`config.mk`:
```
export PLATFORM = sky130hd
export DESIGN_NAME = codirectional_64k_line_interface
export DESIGN_NICKNAME = d
export VERILOG_FILES = /design/src/hdl/g703_pkg.sv /design/src/hdl/codirectional_64k_line_interface.sv
export SDC_FILE = /design/constraint.sdc
export NUM_CORES = 1
export LEC_CHECK = 0
export BUFFER_PORTS_ARGS = -buffer_cell sky130_fd_sc_hd__buf_2
export CORE_MARGIN = 5
export CORE_UTILIZATION = 50
export DETAILED_ROUTE_END_ITERATION = 12
export PLACE_DENSITY = 0.68
export SLEW_MARGIN = 40
export SYNTH_ARGS = -nofsm -noshare
export SYNTH_HDL_FRONTEND = slang
export SYNTH_SLANG_ARGS = --single-unit
```
`constraint.sdc`:
```
create_clock -name ref_clk -period 4.5 [get_ports ref_clk]
set_clock_uncertainty 0.05 [all_clocks]
set_input_delay 0.675 -clock ref_clk [delete_from_list [all_inputs] [get_ports ref_clk]]
set_output_delay 0.675 -clock ref_clk [all_outputs]
set_load 0.03 [all_outputs]
```
`src/hdl/g703_pkg.sv`:
```
// Purpose: Shared constants and types for the 64 kbps co-directional line interface
// Assumes: ref_clk at 125 MHz
// Notes:   Line rate is fixed; there is no rate setting anywhere in the block
package g703_pkg;

   // Clock and line timing
   localparam int CLK_PERIOD_PS  = 8000;
   localparam int LINE_RATE_BPS  = 64000;
   localparam int BIT_PERIOD_NS  = 15625;
   // Longest time, so rounded down to whole cycles
   localparam int BIT_CYCLES_INT = (BIT_PERIOD_NS * 1000) / CLK_PERIOD_PS;
   localparam int DIV_W          = 11;
   localparam logic [DIV_W-1:0] BIT_CYCLES_LAST = DIV_W'(BIT_CYCLES_INT - 1);
   localparam logic [DIV_W-1:0] BIT_CYCLES_HALF = DIV_W'(BIT_CYCLES_INT / 2);

   // Octet framing
   localparam int         OCTET_BITS     = 8;
   localparam logic [2:0] OCTET_LAST_BIT = 3'h7;
   localparam logic [2:0] OCTET_RESET    = 3'h7;

   // Synchroniser and buffering
   localparam int SYNC_IN_CNT = 5;
   localparam int SYNC_OCT    = 0;
   localparam int SYNC_SELA   = 1;
   localparam int SYNC_SELB   = 2;
   localparam int SYNC_RXCLK  = 3;
   localparam int SYNC_RXDATA = 4;
   localparam int FIFO_WIDTH  = 1;
   localparam int FIFO_DEPTH  = 8;

   // Line idles at mark when nothing is queued
   localparam logic IDLE_BIT = 1'h1;

   // Operating modes, index is {selectB, selectA}
   typedef enum logic [1:0]
   {
      MODE_LOOP      = 2'b00,
      MODE_INTERNAL  = 2'b01,
      MODE_REMOTE_LB = 2'b10,
      MODE_DUAL_LB   = 2'b11
   } mode_t;

endpackage

```
`src/hdl/codirectional_64k_line_interface.sv`:
```
// Purpose: Joins the internal Differential Manchester bit stream to a 64 kbps co-directional line
// Assumes: Line pins and selection switches are asynchronous to ref_clk
// Notes:   Switches are read all the time; change them only while in reset
// Contract
// - Line runs at 64 kbps only
// - Octet pulse on bit 8 when enabled
// - Two switches pick one of four modes
// - Internal mode times transmit from own clock
// - Loop mode times transmit from received line
// - Remote loopback latches line data, returns it
// - Remote loopback: decode forwarded, internal discarded
// - Dual loopback returns internal data internally
// - Dual loopback returns line data to line
`timescale 1ns/1ps

module bit_fifo
#(
   parameter int WIDTH = 1,
   parameter int DEPTH = 8
)
(
   input  wire logic             ref_clk,
   input  wire logic             rst_n,
   input  wire logic [WIDTH-1:0] inData,
   input  wire logic             inValid,
   output logic                  inReady,
   output logic      [WIDTH-1:0] outData,
   output logic                  outValid,
   input  wire logic             outReady
);
   localparam int PW = (DEPTH > 1) ? $clog2(DEPTH) : 1;
   localparam int CW = $clog2(DEPTH + 1);
   localparam logic [CW-1:0] CNT_FULL = CW'(DEPTH);
   localparam logic [PW-1:0] PTR_LAST = PW'(DEPTH - 1);

   logic [WIDTH-1:0] mem [DEPTH];
   logic [PW-1:0]    wrPtr_r;
   logic [PW-1:0]    wrPtr_nxt;
   logic [PW-1:0]    rdPtr_r;
   logic [PW-1:0]    rdPtr_nxt;
   logic [CW-1:0]    count_r;
   logic [CW-1:0]    count_nxt;
   logic             notFull_r;
   logic             notFull_nxt;
   logic             notEmpty_r;
   logic             notEmpty_nxt;
   logic             doWrite;
   logic             doRead;

   always_comb
   begin
      doWrite      = inValid & notFull_r;
      doRead       = outReady & notEmpty_r;
      wrPtr_nxt    = wrPtr_r;
      rdPtr_nxt    = rdPtr_r;
      count_nxt    = count_r;
      if (doWrite)
         wrPtr_nxt = (wrPtr_r == PTR_LAST) ? '0 : wrPtr_r + PW'(1);
      if (doRead)
         rdPtr_nxt = (rdPtr_r == PTR_LAST) ? '0 : rdPtr_r + PW'(1);
      if (doWrite && !doRead)
         count_nxt = count_r + CW'(1);
      else if (doRead && !doWrite)
         count_nxt = count_r - CW'(1);
      // Flags registered so both handshake outputs come from flops
      notFull_nxt  = (count_nxt != CNT_FULL);
      notEmpty_nxt = (count_nxt != '0);
   end

   always_ff @(posedge ref_clk or negedge rst_n)
   begin
      if (!rst_n)
      begin
         wrPtr_r    <= '0;
         rdPtr_r    <= '0;
         count_r    <= '0;
         notFull_r  <= 1'h1;
         notEmpty_r <= 1'h0;
      end
      else
      begin
         wrPtr_r    <= wrPtr_nxt;
         rdPtr_r    <= rdPtr_nxt;
         count_r    <= count_nxt;
         notFull_r  <= notFull_nxt;
         notEmpty_r <= notEmpty_nxt;
      end
   end

   // Storage has no reset; contents are only read when the count says so
   always_ff @(posedge ref_clk)
   begin
      if (doWrite)
         mem[wrPtr_r] <= inData;
   end

   assign inReady  = notFull_r;
   assign outValid = notEmpty_r;
   assign outData  = mem[rdPtr_r];

endmodule // bit_fifo

module codirectional_64k_line_interface
(
   input  wire logic ref_clk,
   input  wire logic rst_n,
   input  wire logic octetTimingSwitch,
   input  wire logic timingModeSelectA,
   input  wire logic timingModeSelectB,
   input  wire logic lineRxClk,
   input  wire logic lineRxData,
   output logic      lineTxClk,
   output logic      lineTxData,
   output logic      lineOctetTiming,
   input  wire logic dmInBit,
   input  wire logic dmInValid,
   output logic      dmInReady,
   output logic      dmOutBit,
   output logic      dmOutValid,
   output logic [1:0] activeMode
);

   // Switch and pin synchronisers
   logic [g703_pkg::SYNC_IN_CNT-1:0] syncRaw;
   logic [g703_pkg::SYNC_IN_CNT-1:0] sync1_r;
   logic [g703_pkg::SYNC_IN_CNT-1:0] sync2_r;

   assign syncRaw = {lineRxData, lineRxClk, timingModeSelectB, timingModeSelectA, octetTimingSwitch};

   genvar gi;
   generate
      for (gi = 0; gi < g703_pkg::SYNC_IN_CNT; gi++)
      begin : gSync
         always_ff @(posedge ref_clk or negedge rst_n)
         begin
            if (!rst_n)
            begin
               sync1_r[gi] <= 1'h0;
               sync2_r[gi] <= 1'h0;
            end
            else
            begin
               sync1_r[gi] <= syncRaw[gi];
               sync2_r[gi] <= sync1_r[gi];
            end
         end
      end
   endgenerate

   function automatic g703_pkg::mode_t decodeMode(input logic selA, input logic selB);
      g703_pkg::mode_t m;
      case ({selB, selA})
         2'b00:   m = g703_pkg::MODE_LOOP;
         2'b01:   m = g703_pkg::MODE_INTERNAL;
         2'b10:   m = g703_pkg::MODE_REMOTE_LB;
         default: m = g703_pkg::MODE_DUAL_LB;
      endcase
      return m;
   endfunction

   // Buffer between internal receiver and line transmitter
   logic fifoInReady;
   logic fifoOutBit;
   logic fifoOutValid;
   logic fifoPop;

   bit_fifo
   #(
      .WIDTH (g703_pkg::FIFO_WIDTH),
      .DEPTH (g703_pkg::FIFO_DEPTH)
   )
   uFifo
   (
      .ref_clk  (ref_clk),
      .rst_n    (rst_n),
      .inData   (dmInBit),
      .inValid  (dmInValid),
      .inReady  (fifoInReady),
      .outData  (fifoOutBit),
      .outValid (fifoOutValid),
      .outReady (fifoPop)
   );

   // Datapath state
   g703_pkg::mode_t               mode;
   logic                          rxClkD_r;
   logic                          rxRise;
   logic                          rxFall;
   logic [g703_pkg::DIV_W-1:0]    divCnt_r;
   logic [g703_pkg::DIV_W-1:0]    divCnt_nxt;
   logic                          divTick;
   logic                          txTick;
   logic                          rxLatch_r;
   logic                          rxLatch_nxt;
   logic                          rxNew_r;
   logic                          rxNew_nxt;
   logic [2:0]                    bitCnt_r;
   logic [2:0]                    bitCnt_nxt;
   logic                          txClk_r;
   logic                          txClk_nxt;
   logic                          txData_r;
   logic                          txData_nxt;
   logic                          octet_r;
   logic                          octet_nxt;
   logic                          outBit_r;
   logic                          outBit_nxt;
   logic                          outValid_r;
   logic                          outValid_nxt;
   logic [1:0]                    mode_r;

   always_comb
   begin
      mode       = decodeMode(sync2_r[g703_pkg::SYNC_SELA], sync2_r[g703_pkg::SYNC_SELB]);
      rxRise     = sync2_r[g703_pkg::SYNC_RXCLK] & ~rxClkD_r;
      rxFall     = ~sync2_r[g703_pkg::SYNC_RXCLK] & rxClkD_r;

      // Free-running bit divider, always one line bit of 64 kbps
      divTick    = (divCnt_r == g703_pkg::BIT_CYCLES_LAST);
      divCnt_nxt = divTick ? '0 : divCnt_r + g703_pkg::DIV_W'(1);

      // Transmit timing source; loop and both loopbacks follow the received line clock
      if (mode == g703_pkg::MODE_INTERNAL)
         txTick = divTick;
      else
         txTick = rxRise;

      // Stabilising latch on received line data, captured on line clock rise
      rxLatch_nxt = rxRise ? sync2_r[g703_pkg::SYNC_RXDATA] : rxLatch_r;
      rxNew_nxt   = rxRise;

      // Dual loopback drains the buffer back inside; remote loopback pops at bit time and drops
      if (mode == g703_pkg::MODE_DUAL_LB)
         fifoPop = 1'h1;
      else
         fifoPop = txTick;

      // Line transmitter
      txClk_nxt  = txClk_r;
      txData_nxt = txData_r;
      bitCnt_nxt = bitCnt_r;
      octet_nxt  = octet_r;
      if (txTick)
      begin
         txClk_nxt  = 1'h1;
         bitCnt_nxt = bitCnt_r + 3'h1;
         if (mode == g703_pkg::MODE_REMOTE_LB || mode == g703_pkg::MODE_DUAL_LB)
         begin
            txData_nxt = rxLatch_nxt;
         end
         else if (fifoOutValid)
         begin
            txData_nxt = fifoOutBit;
         end
         else
         begin
            txData_nxt = g703_pkg::IDLE_BIT;
         end
         // Marks the eighth bit of every octet, off when the switch is off
         octet_nxt = sync2_r[g703_pkg::SYNC_OCT] & (bitCnt_nxt == g703_pkg::OCTET_LAST_BIT);
      end
      else if (mode == g703_pkg::MODE_INTERNAL)
      begin
         if (divCnt_r == g703_pkg::BIT_CYCLES_HALF)
         begin
            txClk_nxt = 1'h0;
         end
      end
      else if (rxFall)
      begin
         txClk_nxt = 1'h0;
      end

      // Internal transmitter feed
      outBit_nxt   = outBit_r;
      outValid_nxt = 1'h0;
      if (mode == g703_pkg::MODE_DUAL_LB)
      begin
         if (fifoOutValid)
         begin
            outBit_nxt   = fifoOutBit;
            outValid_nxt = 1'h1;
         end
      end
      else if (rxNew_r)
      begin
         // Line data reaches the inside in every other mode, remote loopback included
         outBit_nxt   = rxLatch_r;
         outValid_nxt = 1'h1;
      end
   end

   always_ff @(posedge ref_clk or negedge rst_n)
   begin
      if (!rst_n)
      begin
         rxClkD_r   <= 1'h0;
         divCnt_r   <= '0;
         rxLatch_r  <= 1'h0;
         rxNew_r    <= 1'h0;
         bitCnt_r   <= g703_pkg::OCTET_RESET;
         txClk_r    <= 1'h0;
         txData_r   <= g703_pkg::IDLE_BIT;
         octet_r    <= 1'h0;
         outBit_r   <= 1'h0;
         outValid_r <= 1'h0;
         mode_r     <= g703_pkg::MODE_LOOP;
      end
      else
      begin
         rxClkD_r   <= sync2_r[g703_pkg::SYNC_RXCLK];
         divCnt_r   <= divCnt_nxt;
         rxLatch_r  <= rxLatch_nxt;
         rxNew_r    <= rxNew_nxt;
         bitCnt_r   <= bitCnt_nxt;
         txClk_r    <= txClk_nxt;
         txData_r   <= txData_nxt;
         octet_r    <= octet_nxt;
         outBit_r   <= outBit_nxt;
         outValid_r <= outValid_nxt;
         mode_r     <= mode;
      end
   end

   assign lineTxClk       = txClk_r;
   assign lineTxData      = txData_r;
   assign lineOctetTiming = octet_r;
   assign dmInReady       = fifoInReady;
   assign dmOutBit        = outBit_r;
   assign dmOutValid      = outValid_r;
   assign activeMode      = mode_r;

endmodule // codirectional_64k_line_interface

```
==> results of run 1 <==
-- state kept, by name, summed over array words and instances (netlist names), 2 cells and up --
| signal | flops |
|---|---|
| divCnt_r | 11 |
| uFifo.mem | 8 |
| sync1_r | 5 |
| sync2_r | 5 |
| uFifo.count_r | 4 |
| bitCnt_r | 3 |
| uFifo.rdPtr_r | 3 |
| uFifo.wrPtr_r | 3 |
| activeMode | 2 |
-- layer usage --
metal | part of all wire [%] | global-route usage [%] | wire [um] | up-vias
met1 | 42 | 17.5 | 1660 | 728
met2 | 53 | 24.8 | 2090 | 17
met5 | 0 | 0 | 0 | -
met4 | 1.9 | 6.01 | 76 | 0
li1 | - | - | - | 712
met3 | 2.8 | 3.29 | 109 | 9
-- worst reg2reg max path, cell delays in order, from the launching register on --
cell and delay (ns):
dfrtp_1 0.45, inv_1 0.09, ha_1 0.13, or3b_4 0.41, nor3_4 0.40, o221ai_4 0.22, and2_4 0.20, o41ai_2 0.34
nand3b_1 0.12
-- stage by stage --
stage,setup slack [ns],instances,hold WS (ns),utilization (%),power [mW]
after CTS,1.97,268,0.311,56.2,1.41
after global routing,1.84,268,0.330,56.2,1.50
final,1.96,268,0.296,56.2,1.38
after detailed placement,1.99,260,0.286,54.1,1.12
after floorplan,2.20,193,0.281,-,1.00
after global placement,2.10,260,0.282,54.1,1.08
-- cell usage in the layout (no fill, tap or decap), types with 2 or more instances in the layout --
master	count
or3_1	2
nor3_1	8
nor2b_1	2
nand4_1	2
xor2_1	5
mux2_2	5
nand2b_1	5
a21oi_1	2
inv_1	8
nand3_1	6
dfstp_2	5
mux4_2	2
nand2_1	19
mux2i_1	4
ha_1	10
clkbuf_8	5
nor2_1	13
a21o_1	2
o21ai_0	7
xnor2_1	8
edfxtp_1	8
and3_1	3
buf_2	15
dfrtp_1	41
and2_1	3
nand3b_1	3
-- worst max path at each step --
stage / startpoint / to / slack (ns) / cells past startpoint
floorplan: divCnt_r[0]$_DFF_PN0_ / uFifo.outValid$_DFF_PN0_ / 2.20 / 8
global placement: divCnt_r[0]$_DFF_PN0_ / uFifo.outValid$_DFF_PN0_ / 2.10 / 8
detailed placement: divCnt_r[0]$_DFF_PN0_ / uFifo.outValid$_DFF_PN0_ / 1.99 / 8
CTS: divCnt_r[0]$_DFF_PN0_ / uFifo.outValid$_DFF_PN0_ / 1.97 / 8
global route: divCnt_r[0]$_DFF_PN0_ / uFifo.outValid$_DFF_PN0_ / 1.84 / 8
finish: divCnt_r[0]$_DFF_PN0_ / uFifo.outValid$_DFF_PN0_ / 1.96 / 8
-- final cells by class --
class | count | area [um^2] | share of cell area, %
flip-flops and latches | 54 | 1400 | 53.3
multi-input cells | 128 | 945 | 36.1
repair buffers | 16 | 82.6 | 3.15
clock buffers | 5 | 68.8 | 2.63
well taps | 54 | 67.6 | 2.58
inverters | 8 | 30.0 | 1.15
clock inverters | 3 | 28.8 | 1.10
-- power by group through the flow --
| stage | combinational (mW) | sequential, mW | clock (mW) |
|---|---|---|---|
| after global routing | 0.444 | 0.734 | 0.319 |
| after floorplan | 0.271 | 0.733 | 0 |
| after detailed placement | 0.394 | 0.726 | 0 |
| after global placement | 0.364 | 0.715 | 0 |
| final | 0.385 | 0.714 | 0.284 |
| after CTS | 0.395 | 0.718 | 0.293 |
-- logic make-up (layout without fill, tap and decap cells) --
family	after synthesis	after routing	share of synthesized area, %
XOR/XNOR	13	13	4.78
flip-flops	54	54	58.6
AND/OR/NAND/NOR	73	73	16.4
adder cells (fa/ha/maj)	10	10	5.25
buffers and inverters	11	32	1.73
multiplexers	11	11	5.93
AO/OA/AOI/OAI	21	21	7.25
==> metrics.md, run 1 <==
| Metric | Value |
|---|---|
| Status | completed |
| # clock sinks | 54 |
| Top-area cell type share of the netlist area | 43.0% |
| First-pass GRT wire length | 7.14 mm |
| Number of antenna diodes | 0 |
| CTS Buf Count | 5 |
| FF-to-FF path depth | 8 |
| Syn Inst Count | 193 |
| Routed Wire Length | 3.93 mm |
| Post-Syn Area | 0.00238 mm^2 |
| Syn_area_per_cell | 12.3 um^2 |
| Worst path required time | 4.64 ns |
| Part of the cycle the worst path needs | 56.5% |
| CP max stage delay | 0.45 ns |
| Die width | 79.0 um |
| Synth Warn # | 0 |
| Pin count of the biggest net entering global routing | 47 |
| Leakage | 1.16 nW |
| Post-synthesis sequential area ratio | 58.6% |
| Gate power share | 27.9% |
| Crit path max-delay family | simple AND/OR/NAND/NOR gates |
| Area post-placement | 0.00252 mm^2 |
| Worst min path class | input pin to asynchronous set/reset pin |
| Worst reg2reg setup slack | 1.96 ns |
| Final instance area | 0.00262 mm^2 |
| Nets | 232 |
| Drt wl/cell | 14.7 um |
| Detail Placement HPWL | 2.87 mm |
| Std-Cell Rows | 25 |
| Drt initial violations | 38 |
| Post-CTS Resized | 0 |
| Switching share of power | 34.6% |
| 1st-pass router iterations | 4 |
| Total gr overflow | 0 |
| Critical register-to-register path startpoint | divCnt_r[0]$_DFF_PN0_ |
| Synth top cells by count | dfrtp_1, nand2_1, nor2_1 |
| Via Count | 1466 |
| Number of synthesized flops with an enable pin | 8 |
| Arrival @ worst endpoint | 2.68 ns |
| DIE AREA | 0.00625 mm^2 |
| Max transition margin | 59.7% |
| Top cells by area, synth | dfrtp_1, edfxtp_1, dfstp_2 |
| Fillers | 404 |
| # IOs | 17 |
| Vert. Die Dim | 79.0 um |
| Synth area leader | dfrtp_1 |
| Vias/cell | 5.47 |
| Final hold vios | 0 |
| Worst Tran Pin Value | 0.587 ns |
| Ys async rst share | 85.2% |
| Clock power frac | 20.5% |
| Library cells used by synthesis | 42 |
| GPL Wtd Cong | 0.854 |
| Setup bufs post-CTS | 0 |
| Worst setup EP type | register |
| Post-route ant nets | 0 |
| Top-count cell post-synth | dfrtp_1 |
| Startpoint Class | register |
| Crit path cell chain | inv_1 > ha_1 > or3b_4 > nor3_4 > o221ai_4 > and2_4 > o41ai_2 > nand3b_1 |
| Root buffer cell | clkbuf_8 |
| Worst-path clk slew | 0.10 ns |
| Internal Pwr Total | 906 uW |
| Hold_buf cts | 0 |
| Htree depth | 2 |
| Layout area overhead | 9.92% |
| Critical path class | register to register |
| Worst IR drop on VDD | 0.000255 V |
| P_sw | 478 uW |
| CORE AREA | 0.00466 mm^2 |
| RSZ-0062 raised after global routing | false |
| Clock buffer depth | 2 |
| Leading register cell type out of synthesis | dfrtp_1 |
| Number of remaining DRC errors | 0 |
| Slew Viols, Final | 0 |
| IO buf count | 16 |
| Initial antenna violation count | 0 |
| Minimum clock period | 2.54 ns |
| CTS tree | built |
| Number of buffers and inverters on the critical path | 1 |
| CP max FO | 9 |
| Max Cap Violations | 0 |
| Flop pwr share | 51.6% |
| Tot GR Track Use | 14.5% |
| P per Cell Area | 528 mW/mm^2 |
| Initial core utilization | 51.1% |
| Reg2reg end | uFifo.outValid$_DFF_PN0_ |
| Slowest stage cell, crit path | dfrtp_1 |
| Clk_lat worst skew | 0.31 ns |
| Vias in the first global route | 1574 |
| Setup_tns | 0 ns |
| Yosys reg bits | 54 |
| Max Freq | 0.394 GHz |
| Syn nets | 212 |
| Setup-failing EPs final | 0 |
| Fraction of layout cells with a size suffix above 1 | 20.1% |
No activity file was read; power rests on OpenSTA's default activity.
==> run 2: changes to the inputs <==
--- a/config.mk
+++ b/config.mk
@@ -5,11 +5,12 @@
 export SDC_FILE = /design/constraint.sdc
 export NUM_CORES = 1
 export LEC_CHECK = 0
+export ABC_AREA = 1
 export BUFFER_PORTS_ARGS = -buffer_cell sky130_fd_sc_hd__buf_2
 export CORE_MARGIN = 5
 export CORE_UTILIZATION = 50
 export DETAILED_ROUTE_END_ITERATION = 12
-export PLACE_DENSITY = 0.68
+export PLACE_DENSITY = 0.71
 export SLEW_MARGIN = 40
 export SYNTH_ARGS = -nofsm -noshare
 export SYNTH_HDL_FRONTEND = slang
==> constraint.sdc (replaced) <==
create_clock -name ref_clk -period 2.3 [get_ports ref_clk]
set_clock_uncertainty 0.05 [all_clocks]
set_input_delay 0.345 -clock ref_clk [delete_from_list [all_inputs] [get_ports ref_clk]]
set_output_delay 0.345 -clock ref_clk [all_outputs]
set_load 0.03 [all_outputs]
==> metrics.md, run 2 <==
| Metric | Value |
|---|---|
| Reg2reg end | uFifo.outValid$_DFF_PN0_ |
| Total gr overflow | 0 (unchanged) |
| GPL Wtd Cong | 0.800 (-6.4%) |
| Layout area overhead | 10.4% |
| Total chip power | 2.72 mW (+96%) |
| Number of synthesized flops with an enable pin | 8 (unchanged) |
| Placed Cells | 342 (+32%) |
| Syn Inst Count | 260 (+35%) |
| Worst IR drop on VDD | 0.000633 V (+150%) |
| Hold_buf cts | 0 (unchanged) |
| Crit path cell chain | inv_1 > ha_1 > nand2_2 > nor2_2 > nand3_1 > nand3_2 > nand3_2 > nand2_2 > nand2_1 > nand2_1 > inv_2 > nor2_2 > nand2_1 |
| Number of antenna diodes | 0 (unchanged) |
| Library cells used by synthesis | 24 (-43%) |
| Setup bufs post-CTS | 0 (unchanged) |
| Routed Wire Length | 3.97 mm (+1.0%) |
| Syn nets | 279 (+32%) |
| Max reg flops | 11 (unchanged) |
| Synth top cells by count | nand2_1, dfrtp_1, inv_1 |
| Most frequent cells in the layout | nand2_1, dfrtp_1, inv_1, nor2_1, buf_2 |
| 1st-pass router iterations | 4 (unchanged) |
| Drt initial violations | 118 (+210%) |
| Fillers | 440 (+8.9%) |
| CP max FO | 5 (-4) |
| Crit path max-delay family | simple AND/OR/NAND/NOR gates |
| CTS tree | built |
| Post-synthesis sequential area ratio | 56.7% (-2.0 points) |
| Part of the cycle the worst path needs | 76.9% (+20 points) |
| Nets | 301 (+30%) |
| RSZ-0062 raised after global routing | false |
| Die width | 80.2 um (+1.5%) |
| Slowest stage cell, crit path | dfrtp_1 |
| Setup-failing EPs final | 0 (unchanged) |
| Final Core Density | 57.2% (+1.0 points) |
| # IOs | 17 (unchanged) |
| Minimum clock period | 1.77 ns (-0.773 ns) |
| Top cells by area, synth | dfrtp_1, edfxtp_1, nand2_1 |
| Status | completed |
| Non-Filler Instances | 350 (+31%) |
| CP max stage delay | 0.40 ns (-0.05 ns) |
| Top-count cell post-synth | nand2_1 |
| Vert. Die Dim | 80.2 um (+1.5%) |
| Arrival @ worst endpoint | 1.91 ns (-0.77 ns) |
| Synth Warn # | 0 (unchanged) |
| Drt wl/cell | 11.3 um (-23%) |
| P per Cell Area | 999 mW/mm^2 (+89%) |
| Syn_area_per_cell | 9.49 um^2 (-23%) |
| Worst-path clk slew | 0.10 ns (about the same) |
| Root buffer cell | clkbuf_8 |
| Max Cap Violations | 0 (unchanged) |
| Worst reg2reg setup slack | 0.53 ns (-1.43 ns) |
| Critical path class | register to register |
| Synth area leader | dfrtp_1 |
| Startpoint Class | register |
| Leading register cell type out of synthesis | dfrtp_1 |
| CORE AREA | 0.00475 mm^2 (+2.0%) |
| Critical register-to-register path startpoint | divCnt_r[0]$_DFF_PN0_ |
| Post-CTS Resized | 0 (unchanged) |
| Initial core utilization | 51.9% (+0.73 points) |
| Clock buffer depth | 2 (unchanged) |
| Number of remaining DRC errors | 0 (unchanged) |
| FF-to-FF path depth | 13 (+5) |
| Vias/cell | 4.82 (-12%) |
| Via Count | 1688 (+15%) |
| Vias in the first global route | 1675 (+6.4%) |
| Std-Cell Rows | 25 (unchanged) |
| Worst min path class | input pin to asynchronous set/reset pin |
| Ys async rst share | 85.2% (unchanged) |
| Htree depth | 2 (unchanged) |
| Pin count of the biggest net entering global routing | 47 (unchanged) |
| DIE AREA | 0.00644 mm^2 (+3.0%) |
| Yosys reg bits | 54 (unchanged) |
| Fraction of layout cells with a size suffix above 1 | 19.1% (-1.0 points) |
| Crit-path most repeated cell | nand2_1 |
| Slew Viols, Final | 0 (unchanged) |
| IO buf count | 16 (unchanged) |
| Detail Placement HPWL | 3.02 mm (+5.0%) |
| Final hold vios | 0 (unchanged) |
| Worst setup EP type | register |
| # clock sinks | 54 (unchanged) |
| Post-Syn Area | 0.00247 mm^2 (+3.5%) |
| Leakage | 1.33 nW (+15%) |
| Clk_lat worst skew | 0.31 ns (about the same) |
| Max transition margin | 63.5% (+3.7 points) |
| Number of buffers and inverters on the critical path | 2 (+1) |
| CTS Buf Count | 5 (unchanged) |
| First-pass GRT wire length | 7.38 mm (+3.4%) |
| Biggest regs | divCnt_r (11), uFifo.mem (8) |
| Most flops, register | divCnt_r |
| Setup_tns | 0 ns (unchanged) |
| Worst Tran Pin Value | 0.548 ns (-0.0390 ns) |
| Top-area cell type share of the netlist area | 41.6% (-1.4 points) |
| Initial antenna violation count | 0 (unchanged) |
| Worst path required time | 2.45 ns (-2.19 ns) |
| Tot GR Track Use | 14.8% (+0.32 points) |
| Max Freq | 0.566 GHz (+44%) |
| Commonest non-fill, non-tap cell in the layout | nand2_1 |
| Post-route ant nets | 0 (unchanged) |
==> run 2: cell types whose count changed in the layout (fill, tap and decap cells not counted), moves of 6 or more <==
cell / delta
inv_2: +6
xnor2_1: -8
nor2_1: +14
nand2_1: +35
o21ai_0: +7
inv_1: +24
==> run 2: layout make-up <==
class | instances | area (um^2) | share of cell area, %
Clock inverter | 3 | 22.5 | 0.828
Multi-Input combinational cell | 166 | 918 | 33.7
Timing Repair Buffer | 17 | 87.6 | 3.22
Clock buffer | 5 | 68.8 | 2.53
Sequential cell | 54 | 1400 | 51.4
Inverter | 38 | 143 | 5.24
Tap cell | 67 | 83.8 | 3.08
==> run 2: logic make-up (layout without fill, tap and decap cells) <==
kind of cell | after synthesis | count (layout) | synth area share [%]
mux | 2 | 2 | 0.812
buf+inv | 40 | 63 | 6.09
compound gates | 29 | 29 | 6.39
fa+ha+maj | 10 | 10 | 5.07
xor+xnor | 8 | 8 | 2.84
flops | 54 | 54 | 56.7
simple gates | 117 | 117 | 22.1
==> run 2: per-layer routing <==
metal | up-vias | wire, um | global-route usage [%]
met1 | 783 | 1880 | 19.3
li1 | 875 | - | -
met5 | - | 0 | 0
met3 | 5 | 176 | 4.26
met2 | 25 | 1870 | 23.5
met4 | 0 | 53 | 5.24
==> run 2: worst register-to-register path: cells and delay by family, from the launching register on <==
family,cells,cell delay (ns)
simple gates,10,0.94
flops,1,0.40
fa+ha+maj,1,0.15
buf+inv,2,0.13
==> run 2: power by group <==
part	switching [mW]	total [mW]	leakage, nW	internal, mW
registers	0.155	1.33	0.619	1.18
clock network	0.308	0.529	0.0489	0.221
logic	0.540	0.859	0.661	0.319
==> run 2: worst max path at each step <==
stage,start,end,slack [ns],cells after the start
after floorplan,uFifo.inReady$_DFF_PN1_,uFifo.outValid$_DFF_PN0_,0.72,9
after global placement,divCnt_r[0]$_DFF_PN0_,uFifo.outValid$_DFF_PN0_,0.62,13
after detailed placement,divCnt_r[0]$_DFF_PN0_,uFifo.outValid$_DFF_PN0_,0.57,13
after CTS,divCnt_r[0]$_DFF_PN0_,uFifo.outValid$_DFF_PN0_,0.53,13
after global routing,divCnt_r[0]$_DFF_PN0_,uFifo.outValid$_DFF_PN0_,0.36,13
final,divCnt_r[0]$_DFF_PN0_,uFifo.outValid$_DFF_PN0_,0.53,13
==> run 2: stage by stage <==
step | instance area (um^2) | setup WS [ns] | hold WS [ns]
finish | 2720 | 0.532 | 0.0526
global route | 2720 | 0.359 | 0.0620
CTS | 2720 | 0.532 | 0.0653
detailed placement | 2630 | 0.575 | 0.285
global placement | 2630 | 0.624 | 0.283
floorplan | 2470 | 0.723 | -0.000591
==> run 3: changes to the inputs <==
--- a/config.mk
+++ b/config.mk
@@ -10,7 +10,7 @@
 export CORE_MARGIN = 5
 export CORE_UTILIZATION = 50
 export DETAILED_ROUTE_END_ITERATION = 12
-export PLACE_DENSITY = 0.71
+export PLACE_DENSITY = 0.68
 export SLEW_MARGIN = 40
 export SYNTH_ARGS = -nofsm -noshare
 export SYNTH_HDL_FRONTEND = slang
==> constraint.sdc (replaced) <==
create_clock -name ref_clk -period 1.8 [get_ports ref_clk]
set_clock_uncertainty 0.05 [all_clocks]
set_input_delay 0.27 -clock ref_clk [delete_from_list [all_inputs] [get_ports ref_clk]]
set_output_delay 0.27 -clock ref_clk [all_outputs]
set_load 0.03 [all_outputs]
==> metrics.md, run 3 (synthesis results as in run 2) <==
| Metric | Value |
|---|---|
| CP max stage delay | 0.41 ns (about the same) |
| GPL Wtd Cong | 0.807 (+0.90%) |
| Via Count | 1762 (+4.4%) |
| Total chip power | 3.54 mW (+30%) |
| Worst setup margin | 0.0552 ns (-0.477 ns) |
| Crit-path most repeated cell | nand2_2 |
| Total gr overflow | 0 (unchanged) |
| Root buffer cell | clkbuf_8 |
| CTS Buf Count | 5 (unchanged) |
| Leakage | 1.38 nW (+3.7%) |
| Max Cap Violations | 0 (unchanged) |
| Reg2reg end | uFifo.outValid$_DFF_PN0_ |
| Vias in the first global route | 1683 (+0.48%) |
| Detail Placement HPWL | 3.12 mm (+3.5%) |
| Critical path origin | divCnt_r[0]$_DFF_PN0_ |
| Routed Wire Length | 4.23 mm (+6.6%) |
| Fraction of layout cells with a size suffix above 1 | 22.4% (+3.4 points) |
| CP max FO | 5 (unchanged) |
| FF-to-FF path depth | 13 (unchanged) |
| Initial antenna violation count | 0 (unchanged) |
| Slowest stage cell, crit path | dfrtp_1 |
| Number of remaining DRC errors | 0 (unchanged) |
| Pre-CTS setup slack | 0.0267 ns (-0.548 ns) |
| Setup-failing EPs final | 0 (unchanged) |
| Drt wl/cell | 11.7 um (+3.3%) |
| # IOs | 17 (unchanged) |
| Critical register-to-register path startpoint | divCnt_r[0]$_DFF_PN0_ |
| Worst min path class | input pin to register |
| Part of the cycle the worst path needs | 96.9% (+20 points) |
| Fin Hold WS | 0.00880 ns (-0.0438 ns) |
| Critical path class | register to register |
| Max Freq | 0.573 GHz (+1.3%) |
| Post-route ant nets | 0 (unchanged) |
| Worst-path clk slew | 0.10 ns (about the same) |
| Crit path cell chain | inv_1 > ha_2 > nand2_2 > nor2_2 > nand3_1 > nand3_2 > nand3_4 > nand2_1 > nand2_2 > nand2_2 > nand2_2 > nor2_2 > nand2_1 |
| CORE AREA | 0.00475 mm^2 (unchanged) |
| Biggest regs | divCnt_r (11), uFifo.mem (8) |
| Vias/cell | 4.88 (+1.2%) |
| Initial core utilization | 51.9% (unchanged) |
| Clk_lat worst skew | 0.31 ns (about the same) |
| 1st-pass router iterations | 4 (unchanged) |
| Commonest non-fill, non-tap cell in the layout | nand2_1 |
| Setup crit end | uFifo.outValid$_DFF_PN0_ |
| Worst IR drop on VDD | 0.000694 V (+9.6%) |
| Htree depth | 2 (unchanged) |
| Worst reg2reg setup slack | 0.06 ns (-0.48 ns) |
| Worst Min Path Start | octetTimingSwitch |
| Layout area overhead | 15.8% |
| Minimum clock period | 1.74 ns (-0.0235 ns) |
| CTS tree | built |
| IO buf count | 16 (unchanged) |
| Arrival @ worst endpoint | 1.90 ns (about the same) |
| Vert. Die Dim | 80.2 um (unchanged) |
| Most flops, register | divCnt_r |
| Status | completed |
| Std-Cell Rows | 25 (unchanged) |
| Clock buffer depth | 2 (unchanged) |
| Most frequent cells in the layout | nand2_1, dfrtp_1, inv_1, nor2_1, buf_2 |
| Startpoint Class | register |
| RSZ-0062 raised after global routing | true |
| Max reg flops | 11 (unchanged) |
| Max transition margin | 69.4% (+6.0 points) |
| # clock sinks | 54 (unchanged) |
| Drt initial violations | 82 (-31%) |
| Nets | 312 (+3.7%) |
| DIE AREA | 0.00644 mm^2 (unchanged) |
| Final hold vios | 0 (unchanged) |
| Slew Viols, Final | 0 (unchanged) |
| First-pass GRT wire length | 7.37 mm (-0.19%) |
| Worst setup EP type | register |
| Tot GR Track Use | 14.9% (+0.085 points) |
| Die width | 80.2 um (unchanged) |
| Worst Tran Pin Value | 0.459 ns (-0.0894 ns) |
| P per Cell Area | 1240 mW/mm^2 (+24%) |
| Pin count of the biggest net entering global routing | 27 (-43%) |
| Worst path required time | 1.95 ns (-0.50 ns) |
| Fillers | 435 (-1.1%) |
| Number of antenna diodes | 0 (unchanged) |
-- run 3: cell count changes in the layout (fill, tap and decap cells not counted), sizes merged --
cell         previous run  this run
dlygate4sd3             0         5
inv                    40        38
buf                    17        23
clkinv                  1         2
clkinvlp                0         1
-- run 3: worst min-delay path by stage --
stage                                          to  cells after the start
final                        sync1_r[0]$_DFF_PN0_                      1
after global routing         sync1_r[0]$_DFF_PN0_                      1
after CTS                    sync1_r[0]$_DFF_PN0_                      1
after detailed placement     sync1_r[0]$_DFF_PN0_                      1
after global placement       sync1_r[0]$_DFF_PN0_                      1
after floorplan           activeMode[0]$_DFF_PN0_                      0
-- run 3: timing repair --
| action | CTS | global route |
|---|---|---|
| resized for setup | 0 | 8 |
| hold endpoints to repair | 20 | 2 |
| setup buffers | 0 | 3 |
| setup endpoints to repair | 0 | 2 |
| hold buffers | 3 | 2 |
-- run 3: area by class of cell --
class / count / area, um^2 / share of cell area, %
timing repair buffer: 28 / 195 / 6.84
tap: 67 / 83.8 / 2.94
clock buffer: 5 / 68.8 / 2.41
inverter: 38 / 143 / 5.00
clock inverter: 3 / 21.3 / 0.745
multi-input combinational: 166 / 946 / 33.1
sequential: 54 / 1400 / 48.9
-- run 3: metrics by stage --
step                      util [%]  TNS, ns  instances  instance area [um^2]
after CTS                     58.6        0        356                  2790
after global placement        56.1        0        345                  2670
after global routing          60.1  -0.0888        361                  2860
after floorplan                  -        0        260                  2470
after detailed placement      56.1        0        345                  2670
final                         60.1        0        361                  2860
-- run 3: per-layer routing --
metal  GRT usage, %  share of wire (%)
met1           19.5                 50
met5              0                  0
met4           6.08                1.8
met2           23.4                 45
met3           3.81                3.3
-- run 3: power breakdown --
part | internal, mW | switching (mW) | total (mW)
Clock | 0.274 | 0.400 | 0.674
Sequential | 1.50 | 0.200 | 1.70
Combinational | 0.445 | 0.717 | 1.16
Total | 2.22 | 1.32 | 3.54
-- run 3: critical path, delay by kind of cell, from the launching register on --
kind	cells	cell delay, ns
buffers and inverters	1	0.08
AND/OR/NAND/NOR	11	0.92
flip-flops	1	0.41
adder cells (fa/ha/maj)	1	0.17
